===== config.mk =====
export PLATFORM = sky130hd
export DESIGN_NAME = dmc_top
export DESIGN_NICKNAME = d
export VERILOG_FILES = /design/src/shared/dmc_pkg.sv /design/src/hw/dmc_top.sv
export SDC_FILE = /design/constraint.sdc
export NUM_CORES = 2
export LEC_CHECK = 0
export BUFFER_PORTS_ARGS = -buffer_cell sky130_fd_sc_hd__buf_2
export CORE_MARGIN = 3
export CORE_UTILIZATION = 57
export CTS_CLUSTER_DIAMETER = 100
export DETAILED_ROUTE_END_ITERATION = 10
export MAX_ROUTING_LAYER = met4
export PLACE_DENSITY = 0.77
export SLEW_MARGIN = 20
export SYNTH_ARGS = -nofsm -noshare
export SYNTH_HDL_FRONTEND = slang
export SYNTH_SLANG_ARGS = --single-unit

===== constraint.sdc =====
create_clock -name mclk -period 10.45 [get_ports mclk]
set_clock_uncertainty 0.2 [all_clocks]
set_input_delay 2.09 -clock mclk [delete_from_list [all_inputs] [get_ports mclk]]
set_output_delay 2.09 -clock mclk [all_outputs]
set_load 0.01 [all_outputs]

===== src/shared/dmc_pkg.sv =====
// constants for the decimation mode control block
// Summary of operation
// - two mode pins pick one of four output word rates; 00 default
// - output words sit left-justified on the 16-bit bus
// - mode 00 decimates by 6, one word per six converter clocks
// - mode 01 decimates by 3, one word every three clocks
// - decimate-by-3 drops to 14 effective bits but drives all 16
// - decimate-by-3 group delay is 13 word-ready cycles
// - mode 10 decimates by 12, one word every twelve clocks
// - mode 11 bypasses filtering, one 12-bit word per clock
// - power-down input low stops the device; high resumes it
// - word-ready low marks each new output word; in bypass it stays low
// - words are two's complement, clipped to 7fff (7ff0 in bypass) and 8000
// - overrange flag changes only when a new word is marked or power-down clears it
package dmc_pkg;
   localparam logic [1:0] MODE_DEC6 = 2'h0;
   localparam logic [1:0] MODE_DEC3 = 2'h1;
   localparam logic [1:0] MODE_DEC12 = 2'h2;
   localparam logic [1:0] MODE_BYPASS = 2'h3;
   localparam logic [3:0] RATIO_DEC6 = 4'h6;
   localparam logic [3:0] RATIO_DEC3 = 4'h3;
   localparam logic [3:0] RATIO_DEC12 = 4'hc;
   localparam logic [3:0] RATIO_BYPASS = 4'h1;
   // reciprocal gains, 1.16 fixed point
   localparam logic [16:0] RECIP_DEC6 = 17'h02aab;
   localparam logic [16:0] RECIP_DEC3 = 17'h05555;
   localparam logic [16:0] RECIP_DEC12 = 17'h01555;
   localparam logic [16:0] RECIP_BYPASS = 17'h10000;
   localparam logic [4:0] GD_DEC6 = 5'h1e;
   localparam logic [4:0] GD_DEC3 = 5'h0d;
   localparam logic [4:0] GD_DEC12 = 5'h1e;
   localparam logic [4:0] GD_BYPASS = 5'h00;
   localparam int GD_MAX = 30;
   localparam logic [5:0] SETTLE_DEC6 = 6'h37;
   localparam logic [5:0] SETTLE_DEC3 = 6'h19;
   localparam logic [5:0] SETTLE_DEC12 = 6'h37;
   localparam logic [5:0] SETTLE_BYPASS = 6'h00;
   localparam logic [15:0] POS_FS = 16'h7fff;
   localparam logic [15:0] NEG_FS = 16'h8000;
   localparam logic [15:0] MASK_BYPASS = 16'hfff0;
   localparam logic [15:0] MASK_FULL = 16'hffff;
   localparam logic [3:0] REG_CTRL = 4'h0;
   localparam logic [3:0] REG_STATUS = 4'h4;
   localparam logic [3:0] REG_DATA = 4'h8;
   localparam logic [3:0] REG_SETTLE = 4'hc;
   localparam int CTRL_SOFT_PD = 0;
   localparam int STAT_MODE_LO = 0;
   localparam int STAT_SETTLED = 2;
   localparam int STAT_ACTIVE = 3;
   localparam int STAT_OVR = 4;
   localparam int DATA_OVR = 16;
   localparam logic CTRL_RESET = 1'b0;
endpackage


===== src/hw/dmc_top.sv =====
// decimation mode control with avalon-mm status and control registers
`timescale 1ns/10ps
module dmc_top
   import dmc_pkg::*;
#(
   parameter int SAMPLE_W = 18
) (
   input wire logic mclk,
   input wire logic reset_n,
   input wire logic [1:0] mode_sel,
   input wire logic power_down_n,
   input wire logic signed [SAMPLE_W-1:0] mod_sample,
   output logic [15:0] data_out,
   output logic overrange_flag,
   output logic word_ready_n,
   input wire logic [3:0] avs_address,
   input wire logic avs_read,
   input wire logic avs_write,
   input wire logic [3:0] avs_byteenable,
   input wire logic [31:0] avs_writedata,
   output logic [31:0] avs_readdata,
   output logic avs_waitrequest
);
   localparam int SUM_W = SAMPLE_W + 4;
   localparam int PROD_W = SUM_W + 18;

   function automatic logic [3:0] ratio_of(input logic [1:0] m);
      unique case (m)
         MODE_DEC6: return RATIO_DEC6;
         MODE_DEC3: return RATIO_DEC3;
         MODE_DEC12: return RATIO_DEC12;
         MODE_BYPASS: return RATIO_BYPASS;
      endcase
   endfunction

   function automatic logic [16:0] recip_of(input logic [1:0] m);
      unique case (m)
         MODE_DEC6: return RECIP_DEC6;
         MODE_DEC3: return RECIP_DEC3;
         MODE_DEC12: return RECIP_DEC12;
         MODE_BYPASS: return RECIP_BYPASS;
      endcase
   endfunction

   function automatic logic [4:0] gd_of(input logic [1:0] m);
      unique case (m)
         MODE_DEC6: return GD_DEC6;
         MODE_DEC3: return GD_DEC3;
         MODE_DEC12: return GD_DEC12;
         MODE_BYPASS: return GD_BYPASS;
      endcase
   endfunction

   function automatic logic [5:0] settle_of(input logic [1:0] m);
      unique case (m)
         MODE_DEC6: return SETTLE_DEC6;
         MODE_DEC3: return SETTLE_DEC3;
         MODE_DEC12: return SETTLE_DEC12;
         MODE_BYPASS: return SETTLE_BYPASS;
      endcase
   endfunction

   // saturate to 16 bits; bit 16 marks overrange
   function automatic logic [16:0] clip_word(input logic signed [SUM_W-1:0] v);
      if (v > $signed({{(SUM_W-16){1'b0}}, POS_FS}))
         return {1'b1, POS_FS};
      else if (v < $signed({{(SUM_W-16){1'b1}}, NEG_FS}))
         return {1'b1, NEG_FS};
      else
         return {1'b0, v[15:0]};
   endfunction

   logic [1:0] mode_reg;
   logic soft_pd_reg;
   logic [3:0] cnt_reg;
   logic signed [SUM_W-1:0] acc_reg;
   logic [5:0] settle_reg;
   logic [16:0] dl_reg [GD_MAX];
   logic ack_reg;
   logic active;
   logic mode_change;
   logic run_ok;
   logic dec_done;
   logic signed [SUM_W-1:0] sum_now;
   logic signed [PROD_W-1:0] prod;
   logic [16:0] new_word;
   logic [16:0] out_word;
   logic [4:0] gd;

   assign active = power_down_n && !soft_pd_reg;
   assign mode_change = mode_sel != mode_reg;
   assign run_ok = active && !mode_change;
   assign dec_done = run_ok && (cnt_reg == ratio_of(mode_reg) - 4'h1);
   assign sum_now = acc_reg + SUM_W'(mod_sample);
   assign prod = sum_now * $signed({1'b0, recip_of(mode_reg)});
   assign gd = gd_of(mode_reg);

   // bypass keeps 12 bits; decimate-by-3 still drives all 16 bits
   always_comb begin
      new_word = clip_word(SUM_W'(prod >>> 16));
      if (mode_reg == MODE_BYPASS)
         new_word[15:0] = new_word[15:0] & MASK_BYPASS;
      else
         new_word[15:0] = new_word[15:0] & MASK_FULL;
      out_word = (gd == 5'h00) ? new_word : dl_reg[gd - 5'h01];
   end

   always_ff @(posedge mclk or negedge reset_n) begin
      if (!reset_n)
         mode_reg <= MODE_DEC6;
      else
         mode_reg <= mode_sel;
   end

   // one boxcar sum per word; restart on any mode change
   always_ff @(posedge mclk or negedge reset_n) begin
      if (!reset_n) begin
         cnt_reg <= 4'h0;
         acc_reg <= '0;
      end else if (!run_ok || dec_done) begin
         cnt_reg <= 4'h0;
         acc_reg <= '0;
      end else begin
         cnt_reg <= cnt_reg + 4'h1;
         acc_reg <= sum_now;
      end
   end

   // words age through the line to give the mode's group delay
   always_ff @(posedge mclk or negedge reset_n) begin
      if (!reset_n) begin
         for (int i = 0; i < GD_MAX; i++)
            dl_reg[i] <= '0;
      end else if (dec_done) begin
         dl_reg[0] <= new_word;
         for (int i = 1; i < GD_MAX; i++)
            dl_reg[i] <= dl_reg[i-1];
      end
   end

   // in bypass the strobe stays low: one word every clock
   always_ff @(posedge mclk or negedge reset_n) begin
      if (!reset_n) begin
         data_out <= 16'h0000;
         overrange_flag <= 1'b0;
         word_ready_n <= 1'b1;
      end else if (!active) begin
         data_out <= 16'h0000;
         overrange_flag <= 1'b0;
         word_ready_n <= 1'b1;
      end else if (dec_done) begin
         data_out <= out_word[15:0];
         overrange_flag <= out_word[16];
         word_ready_n <= 1'b0;
      end else begin
         word_ready_n <= 1'b1;
      end
   end

   // counts words since the last disturbance, saturating
   always_ff @(posedge mclk or negedge reset_n) begin
      if (!reset_n)
         settle_reg <= 6'h00;
      else if (!run_ok)
         settle_reg <= 6'h00;
      else if (dec_done && settle_reg != 6'h3f)
         settle_reg <= settle_reg + 6'h01;
   end

   // avalon slave: one wait cycle, then the answer
   assign avs_waitrequest = (avs_read || avs_write) && !ack_reg;

   always_ff @(posedge mclk or negedge reset_n) begin
      if (!reset_n)
         ack_reg <= 1'b0;
      else
         ack_reg <= (avs_read || avs_write) && !ack_reg;
   end

   always_ff @(posedge mclk or negedge reset_n) begin
      if (!reset_n)
         soft_pd_reg <= CTRL_RESET;
      else if (avs_write && ack_reg && avs_address == REG_CTRL &&
               avs_byteenable[0])
         soft_pd_reg <= avs_writedata[CTRL_SOFT_PD];
   end

   always_ff @(posedge mclk or negedge reset_n) begin
      if (!reset_n) begin
         avs_readdata <= 32'h0000_0000;
      end else if (avs_read && !ack_reg) begin
         avs_readdata <= 32'h0000_0000;
         unique case (avs_address)
            REG_CTRL: avs_readdata[CTRL_SOFT_PD] <= soft_pd_reg;
            REG_STATUS: begin
               avs_readdata[STAT_MODE_LO +: 2] <= mode_reg;
               avs_readdata[STAT_SETTLED] <=
                  settle_reg >= settle_of(mode_reg);
               avs_readdata[STAT_ACTIVE] <= active;
               avs_readdata[STAT_OVR] <= overrange_flag;
            end
            REG_DATA: begin
               avs_readdata[15:0] <= data_out;
               avs_readdata[DATA_OVR] <= overrange_flag;
            end
            REG_SETTLE: avs_readdata[5:0] <= settle_reg;
            default: avs_readdata <= 32'h0000_0000;
         endcase
      end
   end

   // helper: cycles between successive words during steady running
   logic [3:0] gap_reg;
   logic gap_ok_reg;
   always_ff @(posedge mclk or negedge reset_n) begin
      if (!reset_n) begin
         gap_reg <= 4'h0;
         gap_ok_reg <= 1'b0;
      end else if (!run_ok) begin
         gap_ok_reg <= 1'b0;
      end else if (!word_ready_n) begin
         gap_reg <= 4'h1;
         gap_ok_reg <= 1'b1;
      end else if (gap_reg != 4'hf) begin
         gap_reg <= gap_reg + 4'h1;
      end
   end

   // helper: consecutive silent cycles while running, saturating
   logic [3:0] quiet_reg;
   always_ff @(posedge mclk or negedge reset_n) begin
      if (!reset_n)
         quiet_reg <= 4'h0;
      else if (!(word_ready_n && run_ok))
         quiet_reg <= 4'h0;
      else if (quiet_reg != 4'hf)
         quiet_reg <= quiet_reg + 4'h1;
   end

   dec6_rate_a: assert property (@(posedge mclk) disable iff (!reset_n)
      (!word_ready_n && gap_ok_reg && mode_reg == MODE_DEC6) |->
      gap_reg == 4'h6)
      else $error("decimate-by-6 word spacing wrong");
   dec3_rate_a: assert property (@(posedge mclk) disable iff (!reset_n)
      (!word_ready_n && gap_ok_reg && mode_reg == MODE_DEC3) |->
      gap_reg == 4'h3)
      else $error("decimate-by-3 word spacing wrong");
   dec12_rate_a: assert property (@(posedge mclk) disable iff (!reset_n)
      (!word_ready_n && gap_ok_reg && mode_reg == MODE_DEC12) |->
      gap_reg == 4'hc)
      else $error("decimate-by-12 word spacing wrong");
   mode_rate_a: assert property (@(posedge mclk) disable iff (!reset_n)
      (word_ready_n && run_ok && quiet_reg >= 4'hb) |->
      mode_reg == MODE_DEC12)
      else $error("word-ready silent too long for mode");
   bypass_word_a: assert property (@(posedge mclk) disable iff (!reset_n)
      (run_ok && mode_reg == MODE_BYPASS) [*2] |->
      !word_ready_n && data_out[3:0] == 4'h0)
      else $error("bypass word missing or low bits set");
   group_delay_a: assert property (@(posedge mclk) disable iff (!reset_n)
      (!word_ready_n && gap_ok_reg && mode_reg == MODE_DEC3 &&
       settle_reg >= 6'h0e) |->
      {overrange_flag, data_out} == $past(new_word, 40))
      else $error("decimate-by-3 group delay not 13 words");
   clip_value_a: assert property (@(posedge mclk) disable iff (!reset_n)
      overrange_flag |-> (data_out == POS_FS || data_out == NEG_FS))
      else $error("overrange word not clipped to full scale");
   ovr_edge_a: assert property (@(posedge mclk) disable iff (!reset_n)
      ($changed(overrange_flag) && active) |-> !word_ready_n)
      else $error("overrange flag moved without a word");
   power_down_a: assert property (@(posedge mclk) disable iff (!reset_n)
      !power_down_n |=> (word_ready_n && data_out == 16'h0000 &&
      cnt_reg == 4'h0))
      else $error("device kept running in power-down");
   word_pulse_a: assert property (@(posedge mclk) disable iff (!reset_n)
      $fell(word_ready_n) |-> $past(dec_done))
      else $error("word-ready fell without a new word");
endmodule // dmc_top


; Yosys cells after proc, flatten, opt, wreduce, memory -nomap -nowiden
; Index checks and enable logic that the tools add are counted.
; Widths: inputs -> output; s select.
[totals]
ff_bits = 581
elab_cells = 108
[classes]
n_addsub = 5
n_mul = 1
magnitude_cmp = 4
n_eq_ne = 11
n_mux = 27
n_bitwise = 1
reduce_logical = 19
[ops]
columns = op, n
row1 = $bmux 17 s5, 1
row2 = $mux 17, 5
row3 = $pmux 17 s4, 1
row4 = $mul 22x18->38, 1
row5 = $mux 16, 2
row6 = $mux 6, 4
row7 = $add 22x18->22, 1
row8 = $gt 22x16->1 const B, 1
row9 = $lt 22x16->1 const B, 1
row10 = $mux 22, 1
row11 = $pmux 6 s3, 1
row12 = $pmux 4 s4, 1
row13 = $pmux 5 s3, 1
row14 = $pmux 4 s3, 1
row15 = $mux 11, 1
row16 = $logic_and 1x1->1, 9
row17 = $eq 4x4->1 const B, 2
row18 = $mux 4, 2
row19 = $add 6x1->6 const B, 1
row20 = $ge 6x6->1, 1
row21 = $ge 6x6->1 const B, 1
row22 = $ne 6x6->1 const B, 1
row23 = $not 5->6, 1
row24 = $logic_not 5->1, 1
row25 = 17 further kinds, 26

; Longest topological paths before layout
[depth]
depth_word = 11
ltp_mapped = 40
mapped_depth_nobuf = 38

; Worst setup path after synthesis
; Ideal clock, no wire load.
[synth_path]
kind = input to register
from = in mod_sample[1]
to = reg data_out[13]
arrival_ns = 11.499
slack_ns = -1.327
cell_stages = 31
path_cell_list = ha_1 a211o_1 o211ai_1 a211oi_1 o21ai_0 a21oi_1 xnor2_1 and2_1 inv_1 xnor2_1 fa_1 fa_1 fa_1 fa_1 inv_1 fa_1 inv_1 ha_1 a21oi_1 o21ai_0 a2111oi_0 nor3_1 a211oi_1 o31ai_1 xnor2_1 xnor2_1 nand2b_1 clkbuf_1 clkbuf_1 o2111ai_1 a21oi_1
[synth_between]
elab_chain_cells = 8
word_cells_on_any_way = 9
[synth_rtl]
columns = element, line
row1 = "start, declared", dmc_top.sv:12  ; input wire logic signed [SAMPLE_W-1:0] mod_sample,
row2 = $add 22x18->22 *, dmc_top.sv:94  ; assign sum_now = acc_reg + SUM_W'(mod_sample);
row3 = $mul 22x18->38 *, dmc_top.sv:95  ; assign prod = sum_now * $signed({1'b0, recip_of(mode_reg)});
row4 = $lt 22x16->1, dmc_top.sv:67  ; else if (v < $signed({{(SUM_W-16){1'b1}}, NEG_FS}))
row5 = $mux 17, dmc_top.sv:67
row6 = $mux 17 *, dmc_top.sv:65  ; if (v > $signed({{(SUM_W-16){1'b0}}, POS_FS}))
row7 = $mux 17 *, dmc_top.sv:105  ; out_word = (gd == 5'h00) ? new_word : dl_reg[gd - 5'h01];
row8 = $mux 16 *, dmc_top.sv:151  ; end else if (dec_done) begin
row9 = $mux 16 *, dmc_top.sv:147  ; end else if (!active) begin
row10 = "end signal, assigned", dmc_top.sv:152  ; data_out <= out_word[15:0];
row11 = "end, declared", dmc_top.sv:13  ; output logic [15:0] data_out,
; Every way passes the cells marked *; elsewhere a longest branch is shown, timed or not. The select of a mux whose other input is x is not followed.
; A chain may end at the register's enable or synchronous reset.

; Worst setup path in the final report
[layout_path]
from = in mod_sample[0]
to = reg overrange_flag
[layout_between]
elab_chain_cells = 8
word_cells_on_any_way = 9
[layout_rtl]
columns = element, line
row1 = $add 22x18->22 *, dmc_top.sv:94
row2 = $mul 22x18->38 *, dmc_top.sv:95
row3 = $lt 22x16->1, dmc_top.sv:67
row4 = $mux 17, dmc_top.sv:67
row5 = $mux 17 *, dmc_top.sv:65
row6 = $mux 17 *, dmc_top.sv:105
row7 = $mux 1 *, dmc_top.sv:151
row8 = $mux 1 *, dmc_top.sv:147
row9 = "end signal, assigned", dmc_top.sv:153  ; overrange_flag <= out_word[16];
row10 = "end, declared", dmc_top.sv:14  ; output logic overrange_flag,
; Marks and branches as above.

==> metrics.csv <==
metric;value;unit
grt_pass1_vias;25700;
clk_pin_slew;0.06;ns
hold_start;dl_reg[478];
gp_congestion;0.939;
hp-class;reg -> reg;
dieArea;63300;sq um
grt_pass1_wl;126000;um
synth_top_area_share;42.2;%
yosysMostFrequentCell;nand2_1;
synthCells;3800;
ant_nets;0;
htreeDepth;2;
worst_ep_arrival_time;10.52;ns
ios;116;
clkSinkCount;581;
required;10.75;ns
viasPerCell;5.18;
crit_family;adder cells;
grt_usage;25.2;%
fillers;4555;
netlist_area;34400;sq um
hold_viol;0;
start_kind;primary input;
drt_iter0_drc;1702;
finalCriticalPeriod;10.22;ns
die_w;252;um
vias;25300;
clk_latency;0.64;ns
ys.flop_type;dfrtp_1;
initial_core_util;57.9;%
ys_types;70;
max_stage_delay;0.53;ns
async_reset_ff_share;100;%
fin_util;67.5;%
ys_ff_latch;581;
synth.largest_area_cell;dfrtp_1;
syn_area_per_cell;9.05;sq um
maxCapViolations;0;
tightest_slew;1.14;ns
clock_path_buffers;3;
hpwl;52700;um
finalSetupViolations;0;
placedCellCount;4751;
drc;0;
synth_seq_area_share;42.3;%
period_share;97.8;%
synth.cells.most_frequent;nand2_1 (1,604), dfrtp_1 (580), inv_1 (385), fa_1 (295), clkbuf_1 (150);
wl_per_cell;15.4;um
area_growth_syn_to_layout;16.5;%
fin_cells;4886;
status;finished clean;
layout-drive-gt1-share;14.5;%
synth_area_leaders;dfrtp_1 (42%), nand2_1 (18%), fa_1 (17%), ha_1 (5.3%), inv_1 (4.2%);
drtPass1Iterations;5;
grt_max_degree;272;
worstSetupPathType;in -> reg;
setup.worst_path.end_class;register;
slowest_stage;fa_1;
critPathBufInv;10;
crit_path_max_fanout;4;
cts.root.buffer_cell;clkbuf_16;
place.port_buffers;66;
drv_slew;0;
cts_made_buffers;60;
coreArea;59400;sq um
synth-edff-count;0;
fmax;97.9;MHz
r2r_start;acc_reg[1];
largest_reg_flops;510;
nNetsFinal;4567;
ys_warn_count;0;
drt_wl_total;75300;um
die_y;252;um
slew_headroom;23.8;%
antenna_found_initial;2;
cts_tree;done;
crit_path_frequent_cell;fa_1;
gr-total-overflow;0;
critical_path.startpoint;mod_sample[0];
core.rowCount;89;
## path summary, 6_finish.rpt
kind,to,slack (ns),depth (start not counted)
worst max-delay path,overrange_flag,0.23,40
worst min-delay path,dl_reg[461],0.26,2
worst max register to register,overrange_flag,1.41,36
worst min register to register,dl_reg[461],0.26,2
max in group asynchronous,dl_reg[159],6.78,3
min in group asynchronous,acc_reg[9],1.29,1
## kinds of logic after synthesis
logic type | synth area share [%]
xor gates and xnor gates | 1.99
other | 0.0109
and+or+nand+nor | 21.2
muxes | 0.891
buffers and inverters | 6.26
DFF | 42.3
AOI/OAI and AO/OA | 4.90
adders and majority gates | 22.5
## layer usage
layer | vias up | share of wire [%] | global-route usage, %
li1 | 12100 | - | -
met2 | 572 | 46 | 38.5
met1 | 12500 | 45 | 35.0
met5 | - | 0 | -
met4 | 0 | 2.7 | 7.11
met3 | 135 | 6.5 | 4.88
## layout make-up
class	count	area (sq um)	share of cell area, %
multi-input cells	2680	18400	46.0
flip-flops and latches	581	14500	36.3
repair buffers	353	2580	6.45
clock buffers	78	1690	4.22
inverters	385	1460	3.65
well taps	773	967	2.41
clock inverters	35	393	0.980
diodes	1	2.50	0.00624
## stage by stage
stage          TNS [ns]  setup WS (ns)  hold WS [ns]  area, sq um
3_5_place_dp     -20.13         -0.759         0.247        37300
5_1_grt           -1.52         -0.136         0.275        40100
6_report              0          0.231         0.255        40100
2_1_floorplan         0        0.00134         0.239        34600
3_3_place_gp     -17.63         -0.679         0.244        37300
4_1_cts               0        0.00757         0.260        39400
## timing repair
| item | 4_1_cts | 5_1_grt |
|---|---|---|
| buffers inserted | 1 | 19 |
| endpoints found under the setup margin | 25 | 29 |
| pin swaps | 2 | 70 |
| gates resized for setup | 3 | 106 |
| hold buffers | 0 | 0 |
| gates cloned | 0 | 1 |
| endpoints found under the hold margin | 0 | 0 |
## cells in the final DEF, fill, tap and decap left out, types with 7 or more instances in the layout
| master | netlist | final |
|---|---|---|
| clkinvlp_4 | 0 | 11 |
| o22ai_1 | 9 | 8 |
| clkbuf_16 | 0 | 60 |
| conb_1 | 1 | 15 |
| o211ai_1 | 13 | 13 |
| o21bai_1 | 11 | 11 |
| clkbuf_8 | 0 | 12 |
| fa_2 | 0 | 11 |
| nand3_1 | 21 | 20 |
| nor2_1 | 116 | 108 |
| mux2i_1 | 19 | 19 |
| xnor2_1 | 52 | 48 |
| nand2_1 | 1604 | 1593 |
| ha_1 | 146 | 129 |
| o21ai_1 | 2 | 7 |
| xor2_1 | 26 | 23 |
| nor2b_1 | 15 | 13 |
| clkinv_2 | 0 | 10 |
| mux2_2 | 7 | 7 |
| buf_6 | 2 | 9 |
| inv_1 | 385 | 371 |
| o21ai_0 | 46 | 36 |
| nand2_2 | 0 | 7 |
| and3_1 | 7 | 7 |
| o21a_1 | 10 | 10 |
| nor3_1 | 21 | 21 |
| ha_4 | 0 | 15 |
| inv_2 | 0 | 10 |
| a22o_1 | 11 | 11 |
| dfrtp_1 | 580 | 580 |
| a21o_1 | 18 | 18 |
| fa_1 | 295 | 284 |
| nand2b_1 | 14 | 13 |
| and2_1 | 30 | 26 |
| a21oi_2 | 0 | 12 |
| buf_4 | 15 | 276 |
| buf_2 | 1 | 63 |
| a21oi_1 | 85 | 71 |
| nand4_1 | 8 | 8 |
## worst min-delay path, delay by kind of cell, from the launching register on
| kind | cells | cell delay [ns] |
|---|---|---|
| DFF | 1 | 0.34 |
| and+or+nand+nor | 2 | 0.09 |
Power is not shown: default switching activity piles up to over one toggle a cycle in this logic, so the estimate is an artifact.
